$ cat config.mk
export PLATFORM = sky130hd
export DESIGN_NAME = dlb_top
export DESIGN_NICKNAME = d
export VERILOG_FILES = /design/src/rtl/dlb_mux_sel.v /design/src/rtl/dlb_sync.v /design/src/rtl/dlb_top.v
export VERILOG_INCLUDE_DIRS = /design/src /design/src/rtl
export SDC_FILE = /design/constraint.sdc
export NUM_CORES = 1
export LEC_CHECK = 0
export BUFFER_PORTS_ARGS = -buffer_cell sky130_fd_sc_hd__buf_2
export CORE_UTILIZATION = 47
export DETAILED_ROUTE_END_ITERATION = 8
export GPL_ROUTABILITY_DRIVEN = 0
export PLACE_DENSITY = 0.67
export SYNTH_ARGS = -nofsm -noshare
export SYNTH_HDL_FRONTEND = slang
export SYNTH_HIERARCHICAL = 1
export SYNTH_SLANG_ARGS = --single-unit
$ cat constraint.sdc
create_clock -name clock_i -period 4.6 [get_ports clock_i]
set_input_delay 0.92 -clock clock_i [delete_from_list [all_inputs] [get_ports clock_i]]
set_output_delay 0.92 -clock clock_i [all_outputs]
set_load 0.1 [all_outputs]
$ cat src/rtl/dlb_regs.vh
// register addresses, field positions and counts for the digital line bank
`ifndef DLB_REGS_VH
`define DLB_REGS_VH
`define DLB_NUM_LINES 23
`define DLB_ADDR_W 16
`define DLB_DATA_W 32
`define DLB_LINE_BASE 16'h07D0
`define DLB_FIRST_BASE 16'h07D0
`define DLB_SECOND_BASE 16'h07D8
`define DLB_NIBBLE_BASE 16'h07E0
`define DLB_SELECT_BASE 16'h07E4
`define DLB_LINE_LAST 16'h07E6
`define DLB_FIRST_LEVELS 16'h09C4
`define DLB_SECOND_LEVELS 16'h09C5
`define DLB_NIBBLE_LEVELS 16'h09C6
`define DLB_SELECT_LEVELS 16'h09C7
`define DLB_BANK_LEVELS 16'h0AF0
`define DLB_BANK_DIR 16'h0B22
`define DLB_BANK_MASK 16'h0B54
`define DLB_FIRST_LSB 0
`define DLB_SECOND_LSB 8
`define DLB_NIBBLE_LSB 16
`define DLB_SELECT_LSB 20
`define DLB_INHIBIT_LSB 8
`define DLB_MUX_CH_LO 7'h10
`define DLB_MUX_CH_HI 7'h7F
`define DLB_REDUCED_FIRST_MASK 23'h00000F
`define DLB_REDUCED_SELECT_MASK 23'h700000
`endif

$ cat src/rtl/dlb_mux_sel.v
// steering of the select port from the analog channel number
`include "dlb_regs.vh"
module dlb_mux_sel
(
	// clock and reset
	input wire clock_i,
	input wire reset_i,
	// analog channel in use
	input wire ain_active_i,
	input wire [6:0] ain_channel_i,
	// override outputs
	output reg auto_o,
	output reg [2:0] level_o
);
	// channels 16..127 take over the select lines, channel bits 6:4 less one pick the mux input
	always @(posedge clock_i)
	begin
		if (reset_i)
		begin
			auto_o <= 1'b0;
			level_o <= 3'h0;
		end
		else
		begin
			auto_o <= ain_active_i && (ain_channel_i >= `DLB_MUX_CH_LO) &&
				(ain_channel_i <= `DLB_MUX_CH_HI);
			level_o <= ain_channel_i[6:4] - 3'h1;
		end
	end
endmodule // dlb_mux_sel

$ cat src/rtl/dlb_sync.v
// two-flop synchroniser for the line terminals
module dlb_sync
(
	// clock and reset
	input wire clock_i,
	input wire reset_i,
	// async terminals and synchronised copy
	input wire [22:0] async_i,
	output reg [22:0] sync_o
);
	reg [22:0] meta_q;

	// first stage is read only by the second
	always @(posedge clock_i)
	begin
		if (reset_i)
		begin
			meta_q <= 23'h000000;
			sync_o <= 23'h000000;
		end
		else
		begin
			meta_q <= async_i;
			sync_o <= meta_q;
		end
	end
endmodule // dlb_sync

$ cat src/rtl/dlb_top.v
// digital line bank: register file, line drivers and read-back
// Overview of operation
// - a one in the bank write mask keeps that line's bank direction and level unchanged.
// - 23 lines, 0 to 22, with bit n of each bank mask register meaning line n.
// - lines 0-7 first port, 8-15 second port, 16-19 nibble port, 20-22 select port.
// - select port lines follow the analog channel while a channel 16..127 is in use, except on the reduced variant.
// - a single-line register reads the level and a write drives it; any access sets direction.
// - single-line registers sit at 2000 plus line number, port aliases decode the same.
// - bits 15:8 of a port level register write inhibit writes to the matching lines.
// - port level registers at 2500..2503 change levels only, never direction.
// - level reads return the sampled terminal, not the written value.
// - level bits sit at the low end: 8, 8, 4 and 3 bits.
// - on the reduced variant the low first-port bits and the select port are ignored.
// - direction 0 is input, 1 is output; bank direction writes use the mask too.
`include "dlb_regs.vh"
module dlb_top
(
	// clock and reset
	input wire clock_i,
	input wire reset_i,
	// variant strap
	input wire reduced_i,
	// register port
	input wire req_i,
	input wire wr_i,
	input wire [15:0] addr_i,
	input wire [31:0] wdata_i,
	output reg ack_o,
	output reg err_o,
	output reg [31:0] rdata_o,
	// analog channel in use
	input wire ain_active_i,
	input wire [6:0] ain_channel_i,
	// line terminals
	input wire [22:0] line_i,
	output reg [22:0] line_o,
	output reg [22:0] line_oe_o
);
	reg [22:0] dir_q;
	reg [22:0] lvl_q;
	reg [22:0] mask_q;
	reg reduced_q;
	reg [22:0] dir_d;
	reg [22:0] lvl_d;
	reg [22:0] mask_d;
	reg [31:0] rdata_d;
	reg hit_d;
	wire [22:0] pin_sync;
	wire mux_auto;
	wire [2:0] mux_level;
	wire [22:0] keep_mask;
	wire [4:0] line_idx;

	// port field of a 23-bit vector into the low bits of a word
	function [31:0] port_read;
		input [22:0] v;
		input [1:0] port;
		begin
			case (port)
				2'd0: port_read = {24'h000000, v[7:0]};
				2'd1: port_read = {24'h000000, v[15:8]};
				2'd2: port_read = {28'h0000000, v[19:16]};
				default: port_read = {29'h00000000, v[22:20]};
			endcase
		end
	endfunction

	// per-line enable for a port write: field bits not inhibited
	function [22:0] port_en;
		input [31:0] w;
		input [1:0] port;
		reg [7:0] en;
		begin
			en = ~w[15:8];
			case (port)
				2'd0: port_en = {15'h0000, en};
				2'd1: port_en = {7'h00, en, 8'h00};
				2'd2: port_en = {3'h0, en[3:0], 16'h0000};
				default: port_en = {en[2:0], 20'h00000};
			endcase
		end
	endfunction

	// port levels shifted to line positions
	function [22:0] port_put;
		input [31:0] w;
		input [1:0] port;
		begin
			case (port)
				2'd0: port_put = {15'h0000, w[7:0]};
				2'd1: port_put = {7'h00, w[7:0], 8'h00};
				2'd2: port_put = {3'h0, w[3:0], 16'h0000};
				default: port_put = {w[2:0], 20'h00000};
			endcase
		end
	endfunction

	dlb_sync u_sync
	(
		.clock_i(clock_i),
		.reset_i(reset_i),
		.async_i(line_i),
		.sync_o(pin_sync)
	);

	dlb_mux_sel u_mux
	(
		.clock_i(clock_i),
		.reset_i(reset_i),
		.ain_active_i(ain_active_i),
		.ain_channel_i(ain_channel_i),
		.auto_o(mux_auto),
		.level_o(mux_level)
	);

	// lines the reduced variant leaves untouched
	assign keep_mask = reduced_q ? (`DLB_REDUCED_FIRST_MASK | `DLB_REDUCED_SELECT_MASK) :
		23'h000000;
	assign line_idx = addr_i[4:0] - 5'h10; // 0x7D0 has low bits 1_0000

	// strap captured by a clocked process
	always @(posedge clock_i)
	begin
		if (reset_i)
			reduced_q <= 1'b0;
		else
			reduced_q <= reduced_i;
	end

	// register write decode
	always @*
	begin
		dir_d = dir_q;
		lvl_d = lvl_q;
		mask_d = mask_q;
		if (req_i && wr_i)
		begin
			if (addr_i >= `DLB_LINE_BASE && addr_i <= `DLB_LINE_LAST)
			begin
				// single line: level and output direction, same register via alias
				lvl_d[line_idx] = wdata_i[0];
				dir_d[line_idx] = 1'b1;
			end
			else if (addr_i >= `DLB_FIRST_LEVELS && addr_i <= `DLB_SELECT_LEVELS)
			begin
				// levels only, inhibit byte gates lines
				lvl_d = (lvl_q & ~port_en(wdata_i, addr_i[1:0])) |
					(port_put(wdata_i, addr_i[1:0]) &
					port_en(wdata_i, addr_i[1:0]));
			end
			else if (addr_i == `DLB_BANK_MASK)
				mask_d = wdata_i[22:0];
			else if (addr_i == `DLB_BANK_DIR)
				dir_d = (dir_q & mask_q) | (wdata_i[22:0] & ~mask_q);
			else if (addr_i == `DLB_BANK_LEVELS)
				lvl_d = (lvl_q & mask_q) | (wdata_i[22:0] & ~mask_q);
		end
		else if (req_i && addr_i >= `DLB_LINE_BASE && addr_i <= `DLB_LINE_LAST)
			dir_d[line_idx] = 1'b0; // read of a line makes it an input
		// reduced variant never changes the ignored lines
		dir_d = (dir_d & ~keep_mask) | (dir_q & keep_mask);
		lvl_d = (lvl_d & ~keep_mask) | (lvl_q & keep_mask);
	end

	// register read decode, levels from the terminals
	always @*
	begin
		rdata_d = 32'h00000000;
		hit_d = 1'b1;
		if (addr_i >= `DLB_LINE_BASE && addr_i <= `DLB_LINE_LAST)
			rdata_d = {31'h00000000, pin_sync[line_idx]};
		else if (addr_i >= `DLB_FIRST_LEVELS && addr_i <= `DLB_SELECT_LEVELS)
			rdata_d = port_read(pin_sync, addr_i[1:0]);
		else if (addr_i == `DLB_BANK_MASK)
			rdata_d = {9'h000, mask_q};
		else if (addr_i == `DLB_BANK_DIR)
			rdata_d = {9'h000, dir_q};
		else if (addr_i == `DLB_BANK_LEVELS)
			rdata_d = {9'h000, pin_sync};
		else
			hit_d = 1'b0;
	end

	// state registers and answer
	always @(posedge clock_i)
	begin
		if (reset_i)
		begin
			dir_q <= 23'h000000;
			lvl_q <= 23'h000000;
			mask_q <= 23'h000000;
			ack_o <= 1'b0;
			err_o <= 1'b0;
			rdata_o <= 32'h00000000;
		end
		else
		begin
			dir_q <= dir_d;
			lvl_q <= lvl_d;
			mask_q <= mask_d;
			ack_o <= req_i;
			err_o <= req_i && !hit_d;
			rdata_o <= (req_i && !wr_i) ? rdata_d : 32'h00000000;
		end
	end

	// pin drivers, select port overridden by analog steering
	always @(posedge clock_i)
	begin
		if (reset_i)
		begin
			line_o <= 23'h000000;
			line_oe_o <= 23'h000000;
		end
		else if (mux_auto && !reduced_q)
		begin
			line_o <= {mux_level, lvl_d[19:0]};
			line_oe_o <= {3'h7, dir_d[19:0]};
		end
		else
		begin
			line_o <= lvl_d;
			line_oe_o <= dir_d & ~keep_mask;
		end
	end
endmodule // dlb_top
; Word level (Yosys, flattened, before mapping)
; Index checks and enable logic that the tools add are counted.
[totals]
reg_bits = 200
in_bits = 84
[op_classes]
add_sub_neg = 2
magnitude_cmp = 8
n_eq_ne = 5
mux = 39
n_bitwise = 25
n_reduce_logical = 18
[op_table]
columns = cell, count
row1 = two-way mux 23 bit, 25
row2 = AND 23 bit, 11
row3 = OR 23 bit, 6
row4 = one-hot mux 23 bit (3 select lines), 2
row5 = NOT 23 bit, 4
row6 = == test 16 x 12 -> 1 bit (second input constant), 3
row7 = one-hot mux 8 bit (3 select lines), 1
row8 = bitwise mux 23 bit, 1
row9 = >= comparator 16 x 11 -> 1 bit (second input constant), 1
row10 = >= comparator 16 x 12 -> 1 bit (second input constant), 1
row11 = <= comparator 16 x 11 -> 1 bit (second input constant), 1
row12 = <= comparator 16 x 12 -> 1 bit (second input constant), 1
row13 = logical AND 1 bit, 11
row14 = two-way mux 1 bit, 8
row15 = NOT 8 bit, 1
row16 = >= comparator 7 x 5 -> 1 bit (second input constant), 1
row17 = <= comparator 7 bit (second input constant), 1
row18 = < comparator 5 x 6 -> 1 bit (second input constant), 1
row19 = binary-select mux 1 bit (select 5 bit), 1
row20 = demux 1 bit (select 5 bit), 1
row21 = >= comparator 5 x 1 -> 1 bit (second input constant), 1
row22 = subtractor 5 bit (second input constant), 1
row23 = AND reduction 4 bit, 1
row24 = zero test 1 bit, 3
row25 = other kinds (7), 9

; Longest topological paths before layout
; Gate-level depths: netlist of run 1.
[depth]
ltp_word = 14
ltp_mapped = 9
depth_no_buf = 6

; Hierarchy
; Netlist of run 1, hierarchy kept.
[by_module_without_submodules]
columns = mod, n_inst, cells_each, area_per_inst_um2, seq_area_each_um2
row1 = dlb_top, 1, 908, 7013.0, 2102.0
row2 = dlb_sync, 1, 96, 1229.9, 920.9
row3 = dlb_mux_sel, 1, 20, 200.2, 80.1

; Worst setup path before layout of run 1
; No wires, ideal clock.
[synth_path]
path_type = input port to flip-flop
from = in addr_i[13]
to = reg (tool-made name)
t_arrival_ns = 3.104
setup_slack_ns = 1.368
stages = 8
n_path_buf = 2
path_cell_list = or4_4 -> buf_6 -> or4_4 -> buf_6 -> or4_1 -> a21oi_1 -> mux2i_1 -> nor2_1
[synth_rtl]
columns = item, line
row1 = "start, declared", dlb_top.v:26  ; input wire [15:0] addr_i,

; Final worst setup path of run 1
[layout_path]
from = in addr_i[1]
to = reg rdata_o[21]
[layout_between]
elab_chain_len = 5
elab_cells_between_ends = 14
[layout_rtl]
columns = item, line
row1 = branches (longest 5 deep; another with >= comparator 16 x 11 -> 1 bit), --
row2 = "end signal, assigned", dlb_top.v:203  ; rdata_o <= (req_i && !wr_i) ? rdata_d : 32'h00000000;
row3 = "end, declared", dlb_top.v:30  ; output reg [31:0] rdata_o,
; Several ways; the timed one is not identified.
; A chain may end at the register's enable or synchronous reset.

==> results.tsv, run 1 <==
metric	value	unit
RSZ-0062 raised after global routing	no	
die area	0.0185	mm^2
Distinct cells, synth	72	
GR Overflow Total	0	
CTS tree	yes	
gr usage total	32.1	%
Setup Skew	0.0105	ns
min Tclk post-route	3.43	ns
worst hold path depth	1	
#FFs+latches synth	155	
Mapped Area	0.00844	mm^2
TNS Setup	0	ns
CP max FO	39	
dominant synthesized flop cell	dfxtp_1	
number of clock sinks	155	
CP Capture Type	flop	
Total Nets Final	1194	
DR pass1 iterations	7	
initial drt markers	1562	
number of enable flip-flop cells after synthesis	0	
largest net degree at the start of global routing	74	
Max IR drop VDD	264	uV
initial antenna violation count	0	
first-pass GRT wire length	44400	um
Area contributors post-synth	dfxtp_1 (37%), nor2b_1 (5.0%), nor2_1 (4.7%)	
post-CTS resize count	0	
DPL Wire Length	20700	um
Flop pwr share	44.2	%
data arrival time of the critical path	3.78	ns
f_max	0.292	GHz
fillcell total	1591	
H-tree depth	4	
most frequent cells in the layout	dfxtp_1 (155), buf_2 (144), nor2_1 (104)	
period utilization	74.5	%
Worst Tran Pin Value	1.13	ns
Setup crit end	rdata_o[21]	
Reg2Reg Depth	6	
FF-to-FF setup slack	2.76	ns
Async S/R FF share, synth	0	%
PD cells	325	mW/mm^2
largest area contributor in the netlist	dfxtp_1	
final hold vios	0	
post-synthesis sequential area ratio	36.8	%
Req. time, crit path	4.96	ns
Syn Area/Cell	8.25	um^2
Via Count	8562	
clock slew at reported path FFs	0.07	ns
design area	0.00965	mm^2
Post-CTS Hold Buffers	0	
area occupied by multi-input gates	0.00470	mm^2
residual DRC count	0	
top cell type's share of synthesized area	36.8	%
Register Area	0.00310	mm^2
Final setup viols	0	
Placed Instances	1313	
commonest non-fill, non-tap cell in the layout	dfxtp_1	
Core Area	0.0174	mm^2
Inserted Diodes	0	
Hold WC Path Type	reg -> reg	
Max Slew Vio Count	0	
drt wl/cell	21.7	um
DP Area	0.00905	mm^2
Worst slew margin	24.8	%
Post-CTS Setup Bufs	0	
P&R area growth vs syn	14.3	%
critical path startpoint	addr_i[1]	
switching pwr	899	uW
initial core utilization	48.5	%
Sw Ratio	28.7	%
status	complete, no violations	
Detailed Route WL	29200	um
vias in the first global route	7649	
capturing point of the worst reg2reg path	rdata_o[0]	
Cell Count, Final, Fillers Out	1345	
# IOs	164	
startpoint types	input pin	
Site Rows	48	
layout cells sized above 1	20.8	%
Clock Tree Root	clkbuf_16	
CP Class	in -> reg	
via density per instance	6.37	
PortBufs	145	
Leakage	0.00360	uW
MaxCap Viol Count	0	
die height	136	um
clk buf depth	2	
chip width	136	um
post-route ant nets	0	
Ys Warns	6	
clock buffer count from CTS	17	
cells after synthesis	1024	
P_int	2230	uW
Logic pwr share	10.2	%
worst skew pair latency	0.44	ns
clock share of power	45.7	%
Crit Reg-Reg Startpoint	u_sync/sync_o[10]	
metrics by stage:
step                      hold slack, ns  total power [uW]  util, %  setup slack (ns)
after floorplan                    0.411              1620        -              1.37
after global placement             0.418              1720     52.0             0.842
after detailed placement           0.421              1720     52.0             0.796
after CTS                          0.436              3130     55.4              1.23
after global routing               0.455              3220     55.4             0.977
final                              0.435              3130     55.4              1.17
kinds of logic (layout without fill, tap and decap cells):
kind of cell / Yosys count / count (layout) / share of synthesized area (%)
XOR/XNOR: 1 / 1 / 0.104
buffers and inverters: 126 / 214 / 8.09
other: 1 / 9 / 0.0444
AND/OR/NAND/NOR: 413 / 413 / 24.9
multiplexers: 46 / 46 / 6.49
flip-flops: 155 / 155 / 36.8
adder cells (fa/ha/maj): 3 / 3 / 0.445
AO/OA/AOI/OAI: 279 / 279 / 23.1
Yosys cell counts, types with 3 or more instances:
master / count
a2111oi_2: 3
a211o_1: 3
a211oi_1: 13
a21o_1: 11
a21oi_1: 73
a221oi_1: 14
a222oi_1: 20
a311oi_1: 6
a31oi_1: 14
a32o_1: 3
and2_1: 5
buf_1: 7
buf_2: 12
buf_4: 46
buf_6: 3
clkbuf_1: 48
dfxtp_1: 155
ha_1: 3
inv_1: 9
mux2i_1: 39
mux4_2: 7
nand2_1: 98
nand2b_1: 11
nand3_1: 41
nand3b_1: 9
nand4_1: 10
nor2_1: 105
nor2b_1: 67
nor3_1: 19
nor3b_1: 7
nor4_1: 13
o2111ai_1: 5
o211a_1: 4
o211ai_1: 7
o21ai_0: 52
o21ai_1: 3
o221ai_1: 11
o22a_1: 4
o22ai_1: 6
o311a_1: 3
o32ai_1: 8
or3_1: 4
or3b_2: 3
or4_1: 6
power groups by stage:
stage	Sequential (uW)	Clock, uW	Combinational (uW)
floorplan	1430	0	185
global placement	1410	0	307
CTS	1380	1440	310
finish	1380	1430	318
global route	1380	1500	338
detailed placement	1410	0	309
how the worst min path moves through the flow:
stage	from	slack, ns	endpoint
6_report	u_sync/meta_q[20]	0.44	u_sync/sync_o[20]
2_1_floorplan	u_sync/meta_q[20]	0.41	u_sync/sync_o[20]
4_1_cts	u_sync/meta_q[20]	0.44	u_sync/sync_o[20]
3_3_place_gp	u_sync/meta_q[20]	0.42	u_sync/sync_o[20]
5_1_grt	u_sync/meta_q[20]	0.46	u_sync/sync_o[20]
3_5_place_dp	u_sync/meta_q[11]	0.42	u_sync/sync_o[11]
layout make-up:
class | instances | share of cell area, %
Inverter | 10 | 0.389
Tap cell | 225 | 2.92
Clock buffer | 17 | 4.41
Clock inverter | 15 | 1.75
Multi-Input combinational cell | 751 | 48.7
Timing Repair Buffer | 172 | 9.65
Sequential cell | 155 | 32.2
metal layers:
layer | GRT usage (%) | wire (um)
met1 | 44.6 | 12000
met5 | 0 | 0
met2 | 44.4 | 11900
met4 | 17.5 | 1390
met3 | 8.95 | 3910
critical path, cell delays in order:
cell     delay, ns
buf_2         0.57
a311o_1       0.32
and2_1        0.51
nor2_2        0.09
nor3_1        0.56
nand2_1       0.55
nor2_1        0.24
Power figures use the tool's default switching activity.
==> run 2: changes to the inputs <==
- PLACE_DENSITY: 0.67 -> 0.69
- clock period: 4.6 -> 2.8 ns (I/O delays scaled with it)
==> run 2 against run 1 <==
Compared with the run above: hold slack worse by 0.11 ns; combinational power up 75%; total power is 67% higher; clock skew down 0.0046 ns; sequential share of layout area decreased by 2.1 points; first-iteration DRC count is 5.6% lower; final area is 7.0% higher; non-clock buffer count increased by 83; die area unchanged; core utilization grew 3.9 points; critical endpoint is now dir_q[13].
==> results.tsv, run 2 (same netlist as run 1, synthesis figures left out) <==
metric	value	unit	change
clk buf depth	2		unchanged
DR pass1 iterations	6		-1
Hold WC Path Type	in -> reg		
Clock Tree Root	clkbuf_16		
# IOs	164		unchanged
Site Rows	48		unchanged
PD cells	507	mW/mm^2	+56%
die area	0.0185	mm^2	unchanged
commonest non-fill, non-tap cell in the layout	dfxtp_1		
final hold vios	0		unchanged
Core Area	0.0174	mm^2	unchanged
P&R area growth vs syn	22.2	%	
Post-CTS Setup Bufs	0		unchanged
die height	136	um	unchanged
Worst Min Path Start	line_i[14]		
Post-Place Setup Slack	-0.278	ns	-1.07 ns
Total Nets Final	1277		+7.0%
first-pass GRT wire length	45500	um	+2.4%
initial core utilization	48.5	%	unchanged
Inserted Diodes	0		unchanged
vias in the first global route	8052		+5.3%
Setup Skew	0.00591	ns	-0.00456 ns
critical path startpoint	addr_i[13]		
clock buffer count from CTS	17		unchanged
most frequent cells in the layout	dfxtp_1 (155), buf_2 (144), buf_4 (110)		
Leakage	0.00401	uW	+11%
period utilization	97.8	%	
number of clock sinks	155		unchanged
Max IR drop VDD	502	uV	+91%
post-route ant nets	0		unchanged
H-tree depth	4		unchanged
worst skew pair latency	0.44	ns	about the same
clock slew at reported path FFs	0.07	ns	about the same
PortBufs	145		unchanged
gr usage total	32.8	%	+0.65 points
data arrival time of the critical path	3.09	ns	-0.69 ns
Req. time, crit path	3.15	ns	-1.81 ns
Worst slew margin	59.2	%	+34 points
min Tclk post-route	2.74	ns	
CTS tree	yes		
setup ws final	0.0604	ns	-1.11 ns
largest net degree at the start of global routing	61		-18%
Detailed Route WL	30000	um	+2.9%
CP Capture Type	flop		
Via Count	8972		+4.8%
f_max	0.365	GHz	
drt wl/cell	21.0	um	-3.1%
status	complete, no violations		
Finished Core Util	59.2	%	+3.9 points
CP max FO	5		-87%
GR Overflow Total	0		unchanged
Worst Tran Pin Value	0.609	ns	-0.519 ns
via density per instance	6.28		-1.3%
initial antenna violation count	0		unchanged
residual DRC count	0		unchanged
startpoint types	input pin		
post-CTS resize count	0		unchanged
DPL Wire Length	22200	um	+7.1%
chip width	136	um	unchanged
CP Class	in -> reg		
Post-CTS Hold Buffers	0		unchanged
layout cells sized above 1	26.7	%	+5.9 points
Max Slew Vio Count	0		unchanged
initial drt markers	1474		-5.6%
Final setup viols	0		unchanged
MaxCap Viol Count	0		unchanged
fillcell total	1574		-1.1%
Crit Reg-Reg Startpoint	u_sync/sync_o[15]		
RSZ-0062 raised after global routing	no		
-- run 2: changes by cell type in the layout (fill, tap and decap cells not counted), moves of 2 or more --
cell,previous run,this run
a21oi_2,0,2
clkbuf_8,0,2
or4_1,6,4
buf_4,28,110
or4_4,2,4
inv_8,6,3
a21oi_1,73,71
-- run 2: path summary, 6_finish.rpt --
| path | cells after the start | slack, ns | to |
|---|---|---|---|
| worst max register to register | 6 | 1.17 | rdata_o[0] |
| worst min register to register | 1 | 0.43 | u_sync/sync_o[20] |
| worst max-delay path | 8 | 0.06 | dir_q[13] |
| worst min-delay path | 2 | 0.33 | u_sync/meta_q[14] |
-- run 2: worst max-delay path, stage by stage --
cell and delay [ns]:
buf_2 0.11, or4_4 0.53, or4_1 0.59, buf_4 0.20
o32ai_4 0.46, buf_4 0.23, nand3_1 0.17, o21ai_0 0.24
-- run 2: area by class of cell --
type / instances / area, um^2 / share of cell area (%)
Multi-Input combinational cell: 751 / 4720 / 45.8
Sequential cell: 155 / 3100 / 30.1
Timing Repair Buffer: 255 / 1570 / 15.2
Clock buffer: 19 / 453 / 4.39
Tap cell: 225 / 282 / 2.73
Clock inverter: 13 / 156 / 1.52
Inverter: 10 / 37.5 / 0.364
-- run 2: power breakdown --
group / leakage, uW / switching (uW) / internal (uW) / total, uW
combinational: 0.00246 / 385 / 171 / 556
sequential: 0.00126 / 25.6 / 2250 / 2270
clock: 0.000292 / 1010 / 1390 / 2400
total: 0.00401 / 1420 / 3810 / 5230
-- run 2: through the flow --
step	instances	power (uW)	hold WS, ns	cell area, um^2	TNS, ns
global placement	1396	2860	0.416	9710	-7.92
floorplan	1032	2660	0.411	8490	-0.00710
CTS	1428	5230	0.318	10300	0
finish	1428	5230	0.329	10300	0
global route	1428	5370	0.324	10300	0
detailed placement	1396	2860	0.423	9710	-9.19
-- run 2: layer usage --
metal / global-route usage (%) / share of wire, % / wire [um]
met1: 44.4 / 41 / 12300
met2: 48.6 / 43 / 12900
met3: 7.79 / 12 / 3590
met4: 15.5 / 3.8 / 1150
met5: 0 / 0 / 0
==> run 3: changes to the inputs <==
- CORE_UTILIZATION: 47 -> 51
- PLACE_DENSITY: 0.69 -> 0.74
- SLEW_MARGIN: unset -> 15
==> run 3 against run 2 <==
Compared with the run above: clock skew grew 0.0035 ns; core utilization grew 5.0 points; largest cell class unchanged; setup slack gained 0.018 ns; final area shrank 0.45%; routed wire length shrank 1.8%; critical path depth grew 2; hold slack gained 0.0053 ns; total power shrank 1.6%; flip-flop and latch count is the same; first-iteration DRC count grew 5.1%; clock-buffer cell count is the same; combinational power is essentially flat; highest routed layer unchanged.
==> results.tsv, run 3 (same netlist as run 1, synthesis figures left out) <==
metric	value	unit	change
Via Count	9069		+1.1%
initial drt markers	1549		+5.1%
Reg2Reg Depth	3		-3
Flop pwr share	44.2	%	+0.7 points
worst skew pair latency	0.43	ns	about the same
Final setup viols	0		unchanged
drt wl/cell	20.9	um	-0.70%
final hold vios	0		unchanged
clock slew at reported path FFs	0.06	ns	about the same
Inserted Diodes	0		unchanged
CP Class	in -> reg		
Req. time, crit path	3.10	ns	-0.05 ns
Logic pwr share	10.8	%	+0.2 points
Max Slew Vio Count	0		unchanged
Leakage	0.00398	uW	-0.64%
P&R area growth vs syn	21.7	%	
Post-CTS Hold Buffers	0		unchanged
residual DRC count	0		unchanged
initial antenna violation count	0		unchanged
min Tclk post-route	2.72	ns	-0.0183 ns
die area	0.0171	mm^2	-7.7%
Core Area	0.0160	mm^2	-8.1%
commonest non-fill, non-tap cell in the layout	dfxtp_1		
Crit Reg-Reg Startpoint	u_sync/sync_o[10]		
via density per instance	6.42		+2.2%
Clock Tree Root	clkbuf_16		
layout cells sized above 1	26.2	%	-0.51 points
Max IR drop VDD	429	uV	-15%
Setup crit end	dir_q[10]		
Site Rows	46		-4.2%
MaxCap Viol Count	0		unchanged
Total Nets Final	1270		-0.55%
H-tree depth	4		unchanged
Worst slew margin	37.8	%	-21 points
f_max	0.367	GHz	+0.67%
die height	131	um	-3.9%
clock share of power	45.0	%	-0.8 points
DR pass1 iterations	9		+3
setup ws final	0.0788	ns	+0.0183 ns
first-pass GRT wire length	44900	um	-1.3%
number of clock sinks	155		unchanged
capturing point of the worst reg2reg path	rdata_o[2]		
# IOs	164		unchanged
clock buffer count from CTS	17		unchanged
RSZ-0062 raised after global routing	no		
CP Capture Type	flop		
PD cells	500	mW/mm^2	-1.2%
status	complete, no violations		
Detailed Route WL	29500	um	-1.8%
post-route ant nets	0		unchanged
PortBufs	145		unchanged
CP max FO	15		+10
post-CTS resize count	0		unchanged
initial core utilization	52.8	%	+4.3 points
data arrival time of the critical path	3.02	ns	-0.07 ns
P_int	3710	uW	-2.5%
critical path startpoint	addr_i[13]		
largest net degree at the start of global routing	98		+61%
FF-to-FF setup slack	1.17	ns	about the same
Worst Tran Pin Value	0.933	ns	+0.324 ns
Post-Place Setup Slack	-0.296	ns	-0.0178 ns
Power Total	5140	uW	-1.6%
Hold WC Path Type	in -> reg		
Worst Min Path Start	line_i[10]		
gr usage total	35.3	%	+2.5 points
chip width	131	um	-3.9%
most frequent cells in the layout	dfxtp_1 (155), buf_2 (144), nor2_1 (104)		
startpoint types	input pin		
DPL Wire Length	21400	um	-3.3%
switching pwr	1430	uW	+0.79%
period utilization	97.2	%	-0.65 points
Sw Ratio	27.9	%	+0.67 points
Post-CTS Setup Bufs	0		unchanged
clk buf depth	2		unchanged
Setup Skew	0.00943	ns	+0.00352 ns
vias in the first global route	8260		+2.6%
CTS tree	yes		
GR Overflow Total	0		unchanged
worst hold path depth	2		unchanged
-- run 3: cell count changes in the layout (fill, tap and decap cells not counted), sizes merged --
cell and change:
clkinvlp -2, buf -7, bufinv -1, inv +3
-- run 3: stage by stage --
| stage | TNS [ns] | utilization (%) | instance area (um^2) | hold WS [ns] | std cells |
|---|---|---|---|---|---|
| floorplan | -0.00710 | - | 8490 | 0.411 | 1032 |
| finish | 0 | 64.2 | 10300 | 0.334 | 1412 |
| global placement | -6.06 | 60.5 | 9680 | 0.416 | 1380 |
| CTS | 0 | 64.2 | 10300 | 0.325 | 1412 |
| global route | 0 | 64.2 | 10300 | 0.327 | 1412 |
| detailed placement | -7.54 | 60.5 | 9680 | 0.420 | 1380 |
-- run 3: metal layers --
layer,up-vias,wire [um],track usage [%]
li1,4052,-,-
met1,4121,11500,47.5
met2,739,12400,52.6
met3,157,3950,7.90
met4,0,1620,18.7
met5,-,0,0
-- run 3: worst min path at each step --
stage	endpoint	slack, ns
2_1_floorplan	u_sync/sync_o[20]	0.41
3_3_place_gp	u_sync/sync_o[22]	0.42
3_5_place_dp	u_sync/sync_o[1]	0.42
4_1_cts	u_sync/meta_q[19]	0.32
5_1_grt	u_sync/meta_q[12]	0.33
6_report	u_sync/meta_q[10]	0.33
-- run 3: area by class of cell --
type / count / area [um^2]
clock buffer: 19 / 443
clock inverter: 13 / 146
fill: 1397 / 5730
inverter: 10 / 37.5
multi-input combinational: 751 / 4720
sequential: 155 / 3100
tap: 216 / 270
timing repair buffer: 248 / 1550
-- run 3: power groups by stage --
stage | Clock (uW) | Sequential (uW) | Combinational (uW)
finish | 2310 | 2270 | 556
global placement | 0 | 2320 | 529
floorplan | 0 | 2360 | 305
detailed placement | 0 | 2320 | 536
global route | 2430 | 2280 | 584
CTS | 2330 | 2270 | 538
-- run 3: worst max-delay path, stage by stage --
cell      delay (ns)
buf_2           0.10
or4_4           0.53
buf_4           0.18
or4_4           0.56
buf_4           0.21
nor4_1          0.32
buf_4           0.18
a211oi_1        0.04
o21ai_0         0.19
o21ai_0         0.13
